### src/logic/smpsbp_pkg.sv
// smpsbp_pkg: constants and carrier types of the burst and protection control
package smpsbp_pkg;

	localparam int unsigned CLK_HZ = 125_000_000;
	localparam int unsigned BURST_BLANK_MS = 20;
	localparam int unsigned OVERLOAD_BLANK_MS = 40;
	localparam int unsigned LATCH_BLANK_US = 210;
	localparam int unsigned BROWNOUT_BLANK_US = 270;
	localparam int unsigned AC_RESET_RISE_US = 450;
	localparam int unsigned BURST_BLANK_CYC = BURST_BLANK_MS * (CLK_HZ / 1000);
	localparam int unsigned OVERLOAD_BLANK_CYC = OVERLOAD_BLANK_MS * (CLK_HZ / 1000);
	localparam int unsigned LATCH_BLANK_CYC = LATCH_BLANK_US * (CLK_HZ / 1_000_000);
	localparam int unsigned BROWNOUT_BLANK_CYC = BROWNOUT_BLANK_US * (CLK_HZ / 1_000_000);
	localparam int unsigned AC_RESET_RISE_CYC = AC_RESET_RISE_US * (CLK_HZ / 1_000_000);

	localparam int CNT_W = 24;
	localparam int CYC_W = 8;
	localparam int AW = 4;
	localparam int DW = 32;

	localparam logic [AW-1:0] CTRL_OFFSET = 4'h0;
	localparam logic [AW-1:0] STATUS_OFFSET = 4'h4;
	localparam int CTRL_BURST_BIT = 0;
	localparam int STAT_MODE_LSB = 0;
	localparam int STAT_VAR_LSB = 4;
	localparam int STAT_CYC_LSB = 8;
	localparam int STAT_DRIVE_LSB = 16;
	localparam logic CTRL_BURST_RESET = 1'h1;
	localparam logic [CYC_W-1:0] FIRST_CYCLE = 8'h01;

	typedef enum logic [2:0] {
		mode_charge,
		mode_run,
		mode_normal,
		mode_burst_off,
		mode_burst_on,
		mode_latched
	} smpsbp_mode_t;

	typedef enum logic [1:0] {
		var_brownout,
		var_normal,
		var_odd_skip,
		var_non_switch
	} smpsbp_variant_t;

	typedef struct packed {
		logic fb_below_entry;
		logic fb_above_3v5;
		logic fb_below_3v2;
		logic fb_above_4v0;
		logic fb_above_4v5;
		logic vcc_above_8v;
		logic vcc_above_on;
		logic vcc_below_off;
		logic vcc_above_ovp;
		logic temp_above_trip;
		logic temp_below_recover;
		logic brl_below_0v4;
		logic brl_below_1v;
		logic brl_above_1v25;
	} smpsbp_cmp_t;

	typedef struct packed {
		logic bias_enable;
		logic switch_enable;
		logic burst_limit_select;
		logic startup_enable;
	} smpsbp_drive_t;

	typedef struct packed {
		smpsbp_cmp_t sync1;
		smpsbp_cmp_t sync2;
		smpsbp_mode_t mode;
		smpsbp_variant_t variant;
		logic [CYC_W-1:0] cycle;
		smpsbp_drive_t drive;
		logic burst_allow;
		logic [DW-1:0] rdata;
	} smpsbp_state_t;

	localparam smpsbp_state_t STATE_RESET = '{
		sync1: '0,
		sync2: '0,
		mode: mode_charge,
		variant: var_brownout,
		cycle: FIRST_CYCLE,
		drive: '0,
		burst_allow: CTRL_BURST_RESET,
		rdata: '0
	};

endpackage : smpsbp_pkg

### src/logic/smpsbp_control.sv
// smpsbp_control: light-load burst, auto-restart, latch and brownout mode control
// What this block does
// enter burst only after feedback stays below entry level for 20 ms.
// in burst, feedback above 3.5 V re-enables bias and switching.
// in burst, every pulse uses the reduced burst current limit.
// in burst, feedback down to 3.2 V switches bias off, stops switching.
// feedback above 4.0 V in burst restores full current limit at once.
// odd-skip restart: no fault check, no pulses on odd cycles.
// odd-skip restart: even cycles check and switch; resume only then.
// non-switching restart: never switch; check and resume on even cycles.
// overvoltage, overload, open loop go odd-skip; undervoltage goes normal restart.
// external protection request leads to latched-off, not auto-restart.
// supply above 25.5 V enters odd-skip auto-restart.
// over-temperature enters non-switching restart; recovers 50 degrees below trip.
// brownout/latch pin below 0.4 V for 210 us latches off.
// latched-off stops the gate drive until a latch reset occurs.
// supply below 10.5 V turns off, charges, restarts at 17 V.
// feedback above 4.5 V for 40 ms enters odd-skip restart.
// brownout pin below 1 V for 270 us enters brownout mode.
// brownout pin above 1.25 V leaves brownout for normal operation.
// brownout works above 8 V and is forced during first startup.
// brownout mode never switches and rechecks the pin every cycle.
// supply below 8 V clears the latched-off state.
// slow 0.4 V to 1 V rise of 450 us clears the latch.
// restart counter starts at one, counts supply cycles, LSB marks odd.
// blanking counters share one time base, reset when condition drops.
`timescale 1ns/100ps

////////////////////////////////////////////////////////////////////////////////
// blanking counter: done once qual has held for LIMIT cycles

module smpsbp_blank_counter #(
	parameter logic [smpsbp_pkg::CNT_W-1:0] LIMIT = 24'h000001
) (
	input wire logic sys_clk,
	input wire logic reset,
	input wire logic qual,
	output logic done
);
	import smpsbp_pkg::*;

	typedef struct packed {
		logic [CNT_W-1:0] count;
	} smpsbp_cnt_t;

	smpsbp_cnt_t s;
	smpsbp_cnt_t next_s;

	always_comb begin
		next_s = s;
		if (!qual) begin
			next_s.count = '0;
		end else if (s.count != LIMIT) begin
			next_s.count = s.count + 1'b1;
		end
	end

	always_ff @(posedge sys_clk or posedge reset) begin
		if (reset) begin
			s <= '0;
		end else begin
			s <= next_s;
		end
	end

	assign done = (s.count == LIMIT);

endmodule : smpsbp_blank_counter

////////////////////////////////////////////////////////////////////////////////
// top: mode control

module smpsbp_control #(
	parameter int unsigned BURST_BLANK = smpsbp_pkg::BURST_BLANK_CYC,
	parameter int unsigned OVERLOAD_BLANK = smpsbp_pkg::OVERLOAD_BLANK_CYC,
	parameter int unsigned LATCH_BLANK = smpsbp_pkg::LATCH_BLANK_CYC,
	parameter int unsigned BROWNOUT_BLANK = smpsbp_pkg::BROWNOUT_BLANK_CYC,
	parameter int unsigned AC_RESET_RISE = smpsbp_pkg::AC_RESET_RISE_CYC
) (
	input wire logic sys_clk,
	input wire logic reset,
	input wire smpsbp_pkg::smpsbp_cmp_t cmp_in,
	input wire logic [smpsbp_pkg::AW-1:0] reg_addr,
	input wire logic [smpsbp_pkg::DW-1:0] reg_wdata,
	input wire logic reg_wr,
	input wire logic reg_rd,
	output logic [smpsbp_pkg::DW-1:0] reg_rdata,
	output smpsbp_pkg::smpsbp_drive_t drive
);
	import smpsbp_pkg::*;

	smpsbp_state_t s;
	smpsbp_state_t next_s;
	smpsbp_cmp_t cmp;
	logic active;
	logic burst_done;
	logic ol_done;
	logic latch_done;
	logic bo_done;
	logic rise_done;
	logic no_fault;
	logic detect;
	logic fault_still;
	logic sw_ok;

	assign cmp = s.sync2;
	assign active = (s.mode == mode_normal) || (s.mode == mode_burst_off)
		|| (s.mode == mode_burst_on);

	////////////////////////////////////////////////////////////////////////////
	// blanking timers

	smpsbp_blank_counter #(.LIMIT(CNT_W'(BURST_BLANK))) u_burst_blank (
		.sys_clk(sys_clk),
		.reset(reset),
		.qual((s.mode == mode_normal) && cmp.fb_below_entry),
		.done(burst_done)
	);

	smpsbp_blank_counter #(.LIMIT(CNT_W'(OVERLOAD_BLANK))) u_overload_blank (
		.sys_clk(sys_clk),
		.reset(reset),
		.qual(active && cmp.fb_above_4v5),
		.done(ol_done)
	);

	smpsbp_blank_counter #(.LIMIT(CNT_W'(LATCH_BLANK))) u_latch_blank (
		.sys_clk(sys_clk),
		.reset(reset),
		.qual(active && cmp.brl_below_0v4),
		.done(latch_done)
	);

	smpsbp_blank_counter #(.LIMIT(CNT_W'(BROWNOUT_BLANK))) u_brownout_blank (
		.sys_clk(sys_clk),
		.reset(reset),
		.qual(active && cmp.vcc_above_8v && cmp.brl_below_1v),
		.done(bo_done)
	);

	// slow rise from 0.4 V to 1 V while latched
	smpsbp_blank_counter #(.LIMIT(CNT_W'(AC_RESET_RISE))) u_rise_blank (
		.sys_clk(sys_clk),
		.reset(reset),
		.qual((s.mode == mode_latched) && !cmp.brl_below_0v4 && cmp.brl_below_1v),
		.done(rise_done)
	);

	////////////////////////////////////////////////////////////////////////////
	// fault summary and restart-cycle qualification

	assign no_fault = cmp.vcc_above_8v && !latch_done && !cmp.temp_above_trip
		&& !cmp.vcc_above_ovp && !ol_done && !bo_done && !cmp.vcc_below_off;

	always_comb begin
		detect = 1'b1;
		fault_still = 1'b0;
		sw_ok = 1'b0;
		case (s.variant)
			var_normal: begin
				sw_ok = 1'b1;
			end
			var_brownout: begin
				fault_still = !cmp.brl_above_1v25;
			end
			var_odd_skip: begin
				detect = !s.cycle[0];
				fault_still = cmp.vcc_above_ovp || cmp.fb_above_4v5;
				sw_ok = !s.cycle[0];
			end
			var_non_switch: begin
				detect = !s.cycle[0];
				fault_still = !cmp.temp_below_recover;
			end
			default: begin
				detect = 1'b1;
			end
		endcase
	end

	////////////////////////////////////////////////////////////////////////////
	// next state

	always_comb begin
		next_s = s;
		next_s.sync1 = cmp_in;
		next_s.sync2 = s.sync1;

		if (reg_wr && (reg_addr == CTRL_OFFSET)) begin
			next_s.burst_allow = reg_wdata[CTRL_BURST_BIT];
		end
		next_s.rdata = '0;
		if (reg_rd) begin
			case (reg_addr)
				CTRL_OFFSET: begin
					next_s.rdata = DW'(s.burst_allow) << CTRL_BURST_BIT;
				end
				STATUS_OFFSET: begin
					next_s.rdata = (DW'(s.mode) << STAT_MODE_LSB)
						| (DW'(s.variant) << STAT_VAR_LSB)
						| (DW'(s.cycle) << STAT_CYC_LSB)
						| (DW'(s.drive) << STAT_DRIVE_LSB);
				end
				default: begin
					next_s.rdata = '0;
				end
			endcase
		end

		if (!cmp.vcc_above_8v) begin
			next_s.mode = mode_charge;
			next_s.variant = var_brownout;
			next_s.cycle = FIRST_CYCLE;
		end else begin
			case (s.mode)
				mode_normal, mode_burst_off, mode_burst_on: begin
					if (latch_done) begin
						next_s.mode = mode_latched;
					end else if (cmp.temp_above_trip) begin
						next_s.mode = mode_run;
						next_s.variant = var_non_switch;
						next_s.cycle = FIRST_CYCLE;
					end else if (cmp.vcc_above_ovp || ol_done) begin
						next_s.mode = mode_run;
						next_s.variant = var_odd_skip;
						next_s.cycle = FIRST_CYCLE;
					end else if (bo_done) begin
						next_s.mode = mode_run;
						next_s.variant = var_brownout;
						next_s.cycle = FIRST_CYCLE;
					end else if (cmp.vcc_below_off) begin
						next_s.mode = mode_charge;
						next_s.variant = var_normal;
						next_s.cycle = FIRST_CYCLE;
					end else if (s.mode == mode_normal) begin
						if (burst_done && s.burst_allow) begin
							next_s.mode = mode_burst_off;
						end
					end else if (cmp.fb_above_4v0) begin
						next_s.mode = mode_normal;
					end else if ((s.mode == mode_burst_off) && cmp.fb_above_3v5) begin
						next_s.mode = mode_burst_on;
					end else if ((s.mode == mode_burst_on) && cmp.fb_below_3v2) begin
						next_s.mode = mode_burst_off;
					end
				end
				mode_charge: begin
					if (cmp.vcc_above_on) begin
						if (detect && !fault_still) begin
							next_s.mode = mode_normal;
						end else begin
							next_s.mode = mode_run;
						end
					end
				end
				mode_run: begin
					if (cmp.vcc_below_off) begin
						next_s.mode = mode_charge;
						next_s.cycle = s.cycle + 1'b1;
					end
				end
				mode_latched: begin
					if (rise_done && !cmp.brl_below_1v) begin
						next_s.mode = mode_charge;
						next_s.variant = var_brownout;
						next_s.cycle = FIRST_CYCLE;
					end
				end
				default: begin
					next_s.mode = mode_charge;
				end
			endcase
		end

		// pin drive follows the mode being entered
		next_s.drive.bias_enable = (next_s.mode == mode_normal)
			|| (next_s.mode == mode_burst_on) || (next_s.mode == mode_run);
		next_s.drive.switch_enable = (next_s.mode == mode_normal)
			|| (next_s.mode == mode_burst_on);
		if ((next_s.mode == mode_run) && (next_s.variant == var_normal)) begin
			next_s.drive.switch_enable = 1'b1;
		end
		if ((next_s.mode == mode_run) && (next_s.variant == var_odd_skip)) begin
			next_s.drive.switch_enable = !next_s.cycle[0];
		end
		next_s.drive.burst_limit_select = (next_s.mode == mode_burst_off)
			|| (next_s.mode == mode_burst_on);
		next_s.drive.startup_enable = (next_s.mode == mode_charge);
	end

	always_ff @(posedge sys_clk or posedge reset) begin
		if (reset) begin
			s <= STATE_RESET;
		end else begin
			s <= next_s;
		end
	end

	assign reg_rdata = s.rdata;
	assign drive = s.drive;
endmodule : smpsbp_control

### config.mk
export PLATFORM = sky130hd
export DESIGN_NAME = smpsbp_control
export DESIGN_NICKNAME = d
export VERILOG_FILES = /design/src/logic/smpsbp_pkg.sv /design/src/logic/smpsbp_control.sv
export SDC_FILE = /design/constraint.sdc
export NUM_CORES = 1
export LEC_CHECK = 0
export ABC_AREA = 1
export BUFFER_PORTS_ARGS = -buffer_cell sky130_fd_sc_hd__buf_2
export CAP_MARGIN = 25
export CELL_PAD_IN_SITES_DETAIL_PLACEMENT = 0
export CELL_PAD_IN_SITES_GLOBAL_PLACEMENT = 1
export CORE_AREA = 2 2 179 181
export DETAILED_ROUTE_END_ITERATION = 8
export DIE_AREA = 0 0 181 183
export PLACE_DENSITY = 0.63
export SETUP_SLACK_MARGIN = 0.02
export SLEW_MARGIN = 10
export SYNTH_ARGS = -nofsm -noshare
export SYNTH_HDL_FRONTEND = slang
export SYNTH_HIERARCHICAL = 1
export SYNTH_SLANG_ARGS = --single-unit
### constraint.sdc
create_clock -name sys_clk -period 4.7 [get_ports sys_clk]
set_input_delay 0.47 -clock sys_clk [delete_from_list [all_inputs] [get_ports sys_clk]]
set_output_delay 0.47 -clock sys_clk [all_outputs]
set_load 0.005 [all_outputs]
==> summary.md <==
Post-detailed-placement half-perimeter wirelength: 20.4 mm. In the synthesized netlist the dominant register cell turns out to be sky130_fd_sc_hd__dfrtp_1. The placeable core region is 31,200 µm².

The tools report the post-synthesis instance area as 10,500 µm². The signal on the critical path passes through nor2_1, nand3_1, nor3_1, nand4_1, inv_1, inv_1, o21ai_0, nand3_1, nand3_2, nand2_4, clkinv_2, nor2_1, nor3_1. TritonCTS built the clock tree. For the total length of routed met3 wires, the log shows 590 µm. The class of the most critical setup path was register to register. The die outline area came out at 33,100 µm².

The final critical-path share of the clock period works out to 0.500. From synthesis to final layout, the design area changed by 11.6%. Routed signal wires occupy layers up through met4. The run gives 0 as the total count of max-transition violations in the final report. Setup repair after global routing left no endpoint under its margin.

The synthesized design contains 0 enable-type register cells. The first global-routing pass estimated 44.9 mm of wire. Sorting the synthesized cells by area gives the leading types as sky130_fd_sc_hd__dfrtp_1 (43%), sky130_fd_sc_hd__nand2_1 (13%), sky130_fd_sc_hd__nor2_1 (11%), sky130_fd_sc_hd__inv_1 (6.0%), sky130_fd_sc_hd__nand3_1 (4.3%). Clock-pin slew was measured on the worst setup and hold paths at 70 ps. For the distinct cell type count of the synthesized netlist, the log shows 41.

The detailed router finished its first iteration with 465 violations. The register-to-register setup slack was 2350 ps. The worst setup path is launched from a register. The logs give 0 for the post-detailed-route DRC marker count and 13.2 mm for the met1 layer wirelength in the final routing.

The setup skew after layout came out at 14.5 ps. Post-CTS timing repair inserted 0 buffers for setup. The fraction of final layout cells with drive strength greater than 1 is 0.116, and the remaining global-route overflow is 0.

After synthesis, the most frequently instantiated cells are sky130_fd_sc_hd__nand2_1 (367), sky130_fd_sc_hd__nor2_1 (305), sky130_fd_sc_hd__dfrtp_1 (181). The average wire per standard cell is 14.0 µm. For the quantity of gates resized following cts, the log shows 0. The worst register-to-register path has a depth of 13. The clock tree synthesis step divided the H-tree into 4 levels.

For this design, the sink count on the clock tree is 183. In this run the power density over the cells is 279 nW/µm². The worst IR drop on VDD came out at 0.246 mV. For the maximum count of clock buffers along a single path, the log shows 2. The transition time at the pin with the least slew margin came out at 808 ps. The placer's final routability congestion estimate came out at 0.853. For the length of routed met2 wiring, the log shows 12.7 mm.

sky130_fd_sc_hd__dfrtp_1 takes more of the synthesized area than any other cell. The worst endpoint data arrival time came out at 2700 ps. In this design, the stage delay of the slowest critical-path cell is 410 ps. The die width was 181 µm; the number of max-cap violations was 0. Together, buffers and inverters on the worst path number 3. The post-layout net count came out at 1,568.

The tools report the total count of hold-check failures in the final report as 0. For this block, the routed nets add up to 26.8 mm of wire. The later pin in the worst-skew pair is clocked with a latency of 440 ps. Yosys printed 6 warnings. Type of element capturing the critical path: a register.

The largest net degree at the start of global routing is 35, and the proportion of synthesized flip-flops having asynchronous set or reset is 1.00. Total power for the finished layout comes to 3.26 mW. The flip-flop and latch count after synthesis is 183. The smallest clock period supported by the final layout is computed as 2350 ps.

The tools report the tightest slew margin relative to the limit as 0.460. The tightest min-delay check is of the input pin to register type. The dominant cell by count in the synthesized netlist is sky130_fd_sc_hd__nand2_1. The clock tree root driver cell is sky130_fd_sc_hd__clkbuf_16.

After clock tree synthesis, the flow added hold-fix buffers numbering 0. The logs give 425 MHz for the maximum clock frequency and 17 for the number of clock buffers inserted by TritonCTS. The run gives 3,383 as the count of fill cells added during filler insertion.

The pre-antenna-repair detailed-routing pass consisted of 5 iterations. Each instance of the synthesized netlist takes up on average 7.16 µm². Counting buffers and inverters, the worst setup path is 13 cells deep. In this run the static leakage power is 5.00 nW. The slowest stage of the critical path belongs to the cell sky130_fd_sc_hd__dfrtp_1.

Initial antenna violation count: 0. The initial cell density of the core is 0.335, and the remaining number of nets flagged by the antenna check after routing is 0. The worst slack on hold paths came out at 130 ps. Instance count of the mapped netlist: 1,462.

The instance count along the most critical hold path is 1. Setup violations remaining at the end of the flow were counted as 0. Of all nets on the critical path, the largest fanout is 9. The run gives 0 as the final antenna diode count. For the worst setup path, the data required time is 5040 ps. The flow ran to the end, and the final reports show no timing, DRC or antenna violations. The summed negative setup slack over all endpoints is 0 ps.

From bottom edge to top edge, the die measures 183 µm. The area share of the largest cell type after synthesis was 0.432. For the overall global routing resource usage, the log shows 0.170. The number of buffers inserted by port buffering was 43. The routed layout has 8,850 vias. 90 I/O pins were placed. The kind of cell with the highest combined delay on the critical path was simple AND/OR/NAND/NOR gates. The number of global-route vias before repair was 8,744. The run gives 65 as the number of placement rows.

The mean number of vias per cell is 4.62, and the portion of the post-synthesis area used by sequential elements is 0.437.
==> layer usage <==
metal | global-route usage | vias to the layer above
li1 | - | 4609
met4 | 0.0407 | 0
met5 | 0 | -
met2 | 0.286 | 94
met1 | 0.228 | 4127
met3 | 0.0286 | 20
==> per-stage QoR <==
stage / cells / util / instance area (µm²) / worst slack (ps)
6_report: 1917 / 0.374 / 11700 / 2350
5_1_grt: 1917 / 0.374 / 11700 / 2060
3_3_place_gp: 1880 / 0.351 / 11000 / 2360
3_5_place_dp: 1883 / 0.354 / 11100 / 2350
4_1_cts: 1915 / 0.373 / 11600 / 2330
2_1_floorplan: 1476 / - / 10500 / 2660
==> cell type report <==
type / count / area (µm²) / share of cell area
Timing Repair Buffer: 53 / 378 / 0.0323
Tap cell: 402 / 503 / 0.0430
Clock inverter: 14 / 155 / 0.0133
Inverter: 179 / 673 / 0.0576
Sequential cell: 183 / 4580 / 0.392
Clock buffer: 18 / 439 / 0.0376
Multi-Input combinational cell: 1068 / 4960 / 0.424
==> registers in the layout (all words and copies together), names as in the netlist <==
register and flops:
cmp 14, drive 4, next_s 14, reg_rdata 17, s 14, u_brownout_blank/s 24
u_burst_blank/s 24, u_latch_blank/s 24, u_overload_blank/s 24, u_rise_blank/s 24
==> power by group <==
group | internal [mW] | switching, mW | total [mW] | leakage [nW]
registers | 1.60 | 0.0204 | 1.62 | 2.48
logic | 0.0504 | 0.111 | 0.162 | 2.23
clock network | 0.772 | 0.708 | 1.48 | 0.291
total | 2.42 | 0.840 | 3.26 | 5.00
==> cell families after synthesis <==
| family | Yosys count | synth area share |
|---|---|---|
| AO/OA/AOI/OAI | 102 | 0.0509 |
| adder cells (fa/ha/maj) | 12 | 0.0143 |
| XOR/XNOR | 21 | 0.0176 |
| buffers and inverters | 225 | 0.0947 |
| AND/OR/NAND/NOR | 917 | 0.384 |
| multiplexers | 1 | 0.00108 |
| other | 1 | 0.000358 |
| flip-flops | 183 | 0.437 |
==> layout by cell type (no fill, tap or decap), types with 5 or more instances in the layout <==
cell type                   instances
sky130_fd_sc_hd__ha_1              12
sky130_fd_sc_hd__a21oi_1           48
sky130_fd_sc_hd__nor2_1           305
sky130_fd_sc_hd__buf_2             43
sky130_fd_sc_hd__nand2_2           20
sky130_fd_sc_hd__buf_4              5
sky130_fd_sc_hd__nor3_1            33
sky130_fd_sc_hd__nand3_2            7
sky130_fd_sc_hd__dfrtp_1          181
sky130_fd_sc_hd__nand3_1           91
sky130_fd_sc_hd__xor2_1            17
sky130_fd_sc_hd__inv_8              5
sky130_fd_sc_hd__o21ai_1            6
sky130_fd_sc_hd__inv_1            166
sky130_fd_sc_hd__clkbuf_16         17
sky130_fd_sc_hd__inv_2              8
sky130_fd_sc_hd__nor2_4            15
sky130_fd_sc_hd__conb_1            15
sky130_fd_sc_hd__nand2_1          367
sky130_fd_sc_hd__nand4_1           34
sky130_fd_sc_hd__nor2_2            28
sky130_fd_sc_hd__o21ai_0           43
==> final timing paths <==
kind | end | start
worst max-delay path | s[39] | u_latch_blank/s[20]
worst min-delay path | next_s[62] | cmp_in[12]
worst max register to register | s[39] | u_latch_blank/s[20]
worst min register to register | cmp[1] | next_s[51]
max in group asynchronous | s[37] | reset
min in group asynchronous | u_rise_blank/s[13] | reset
Power figures use the tool's default switching activity.
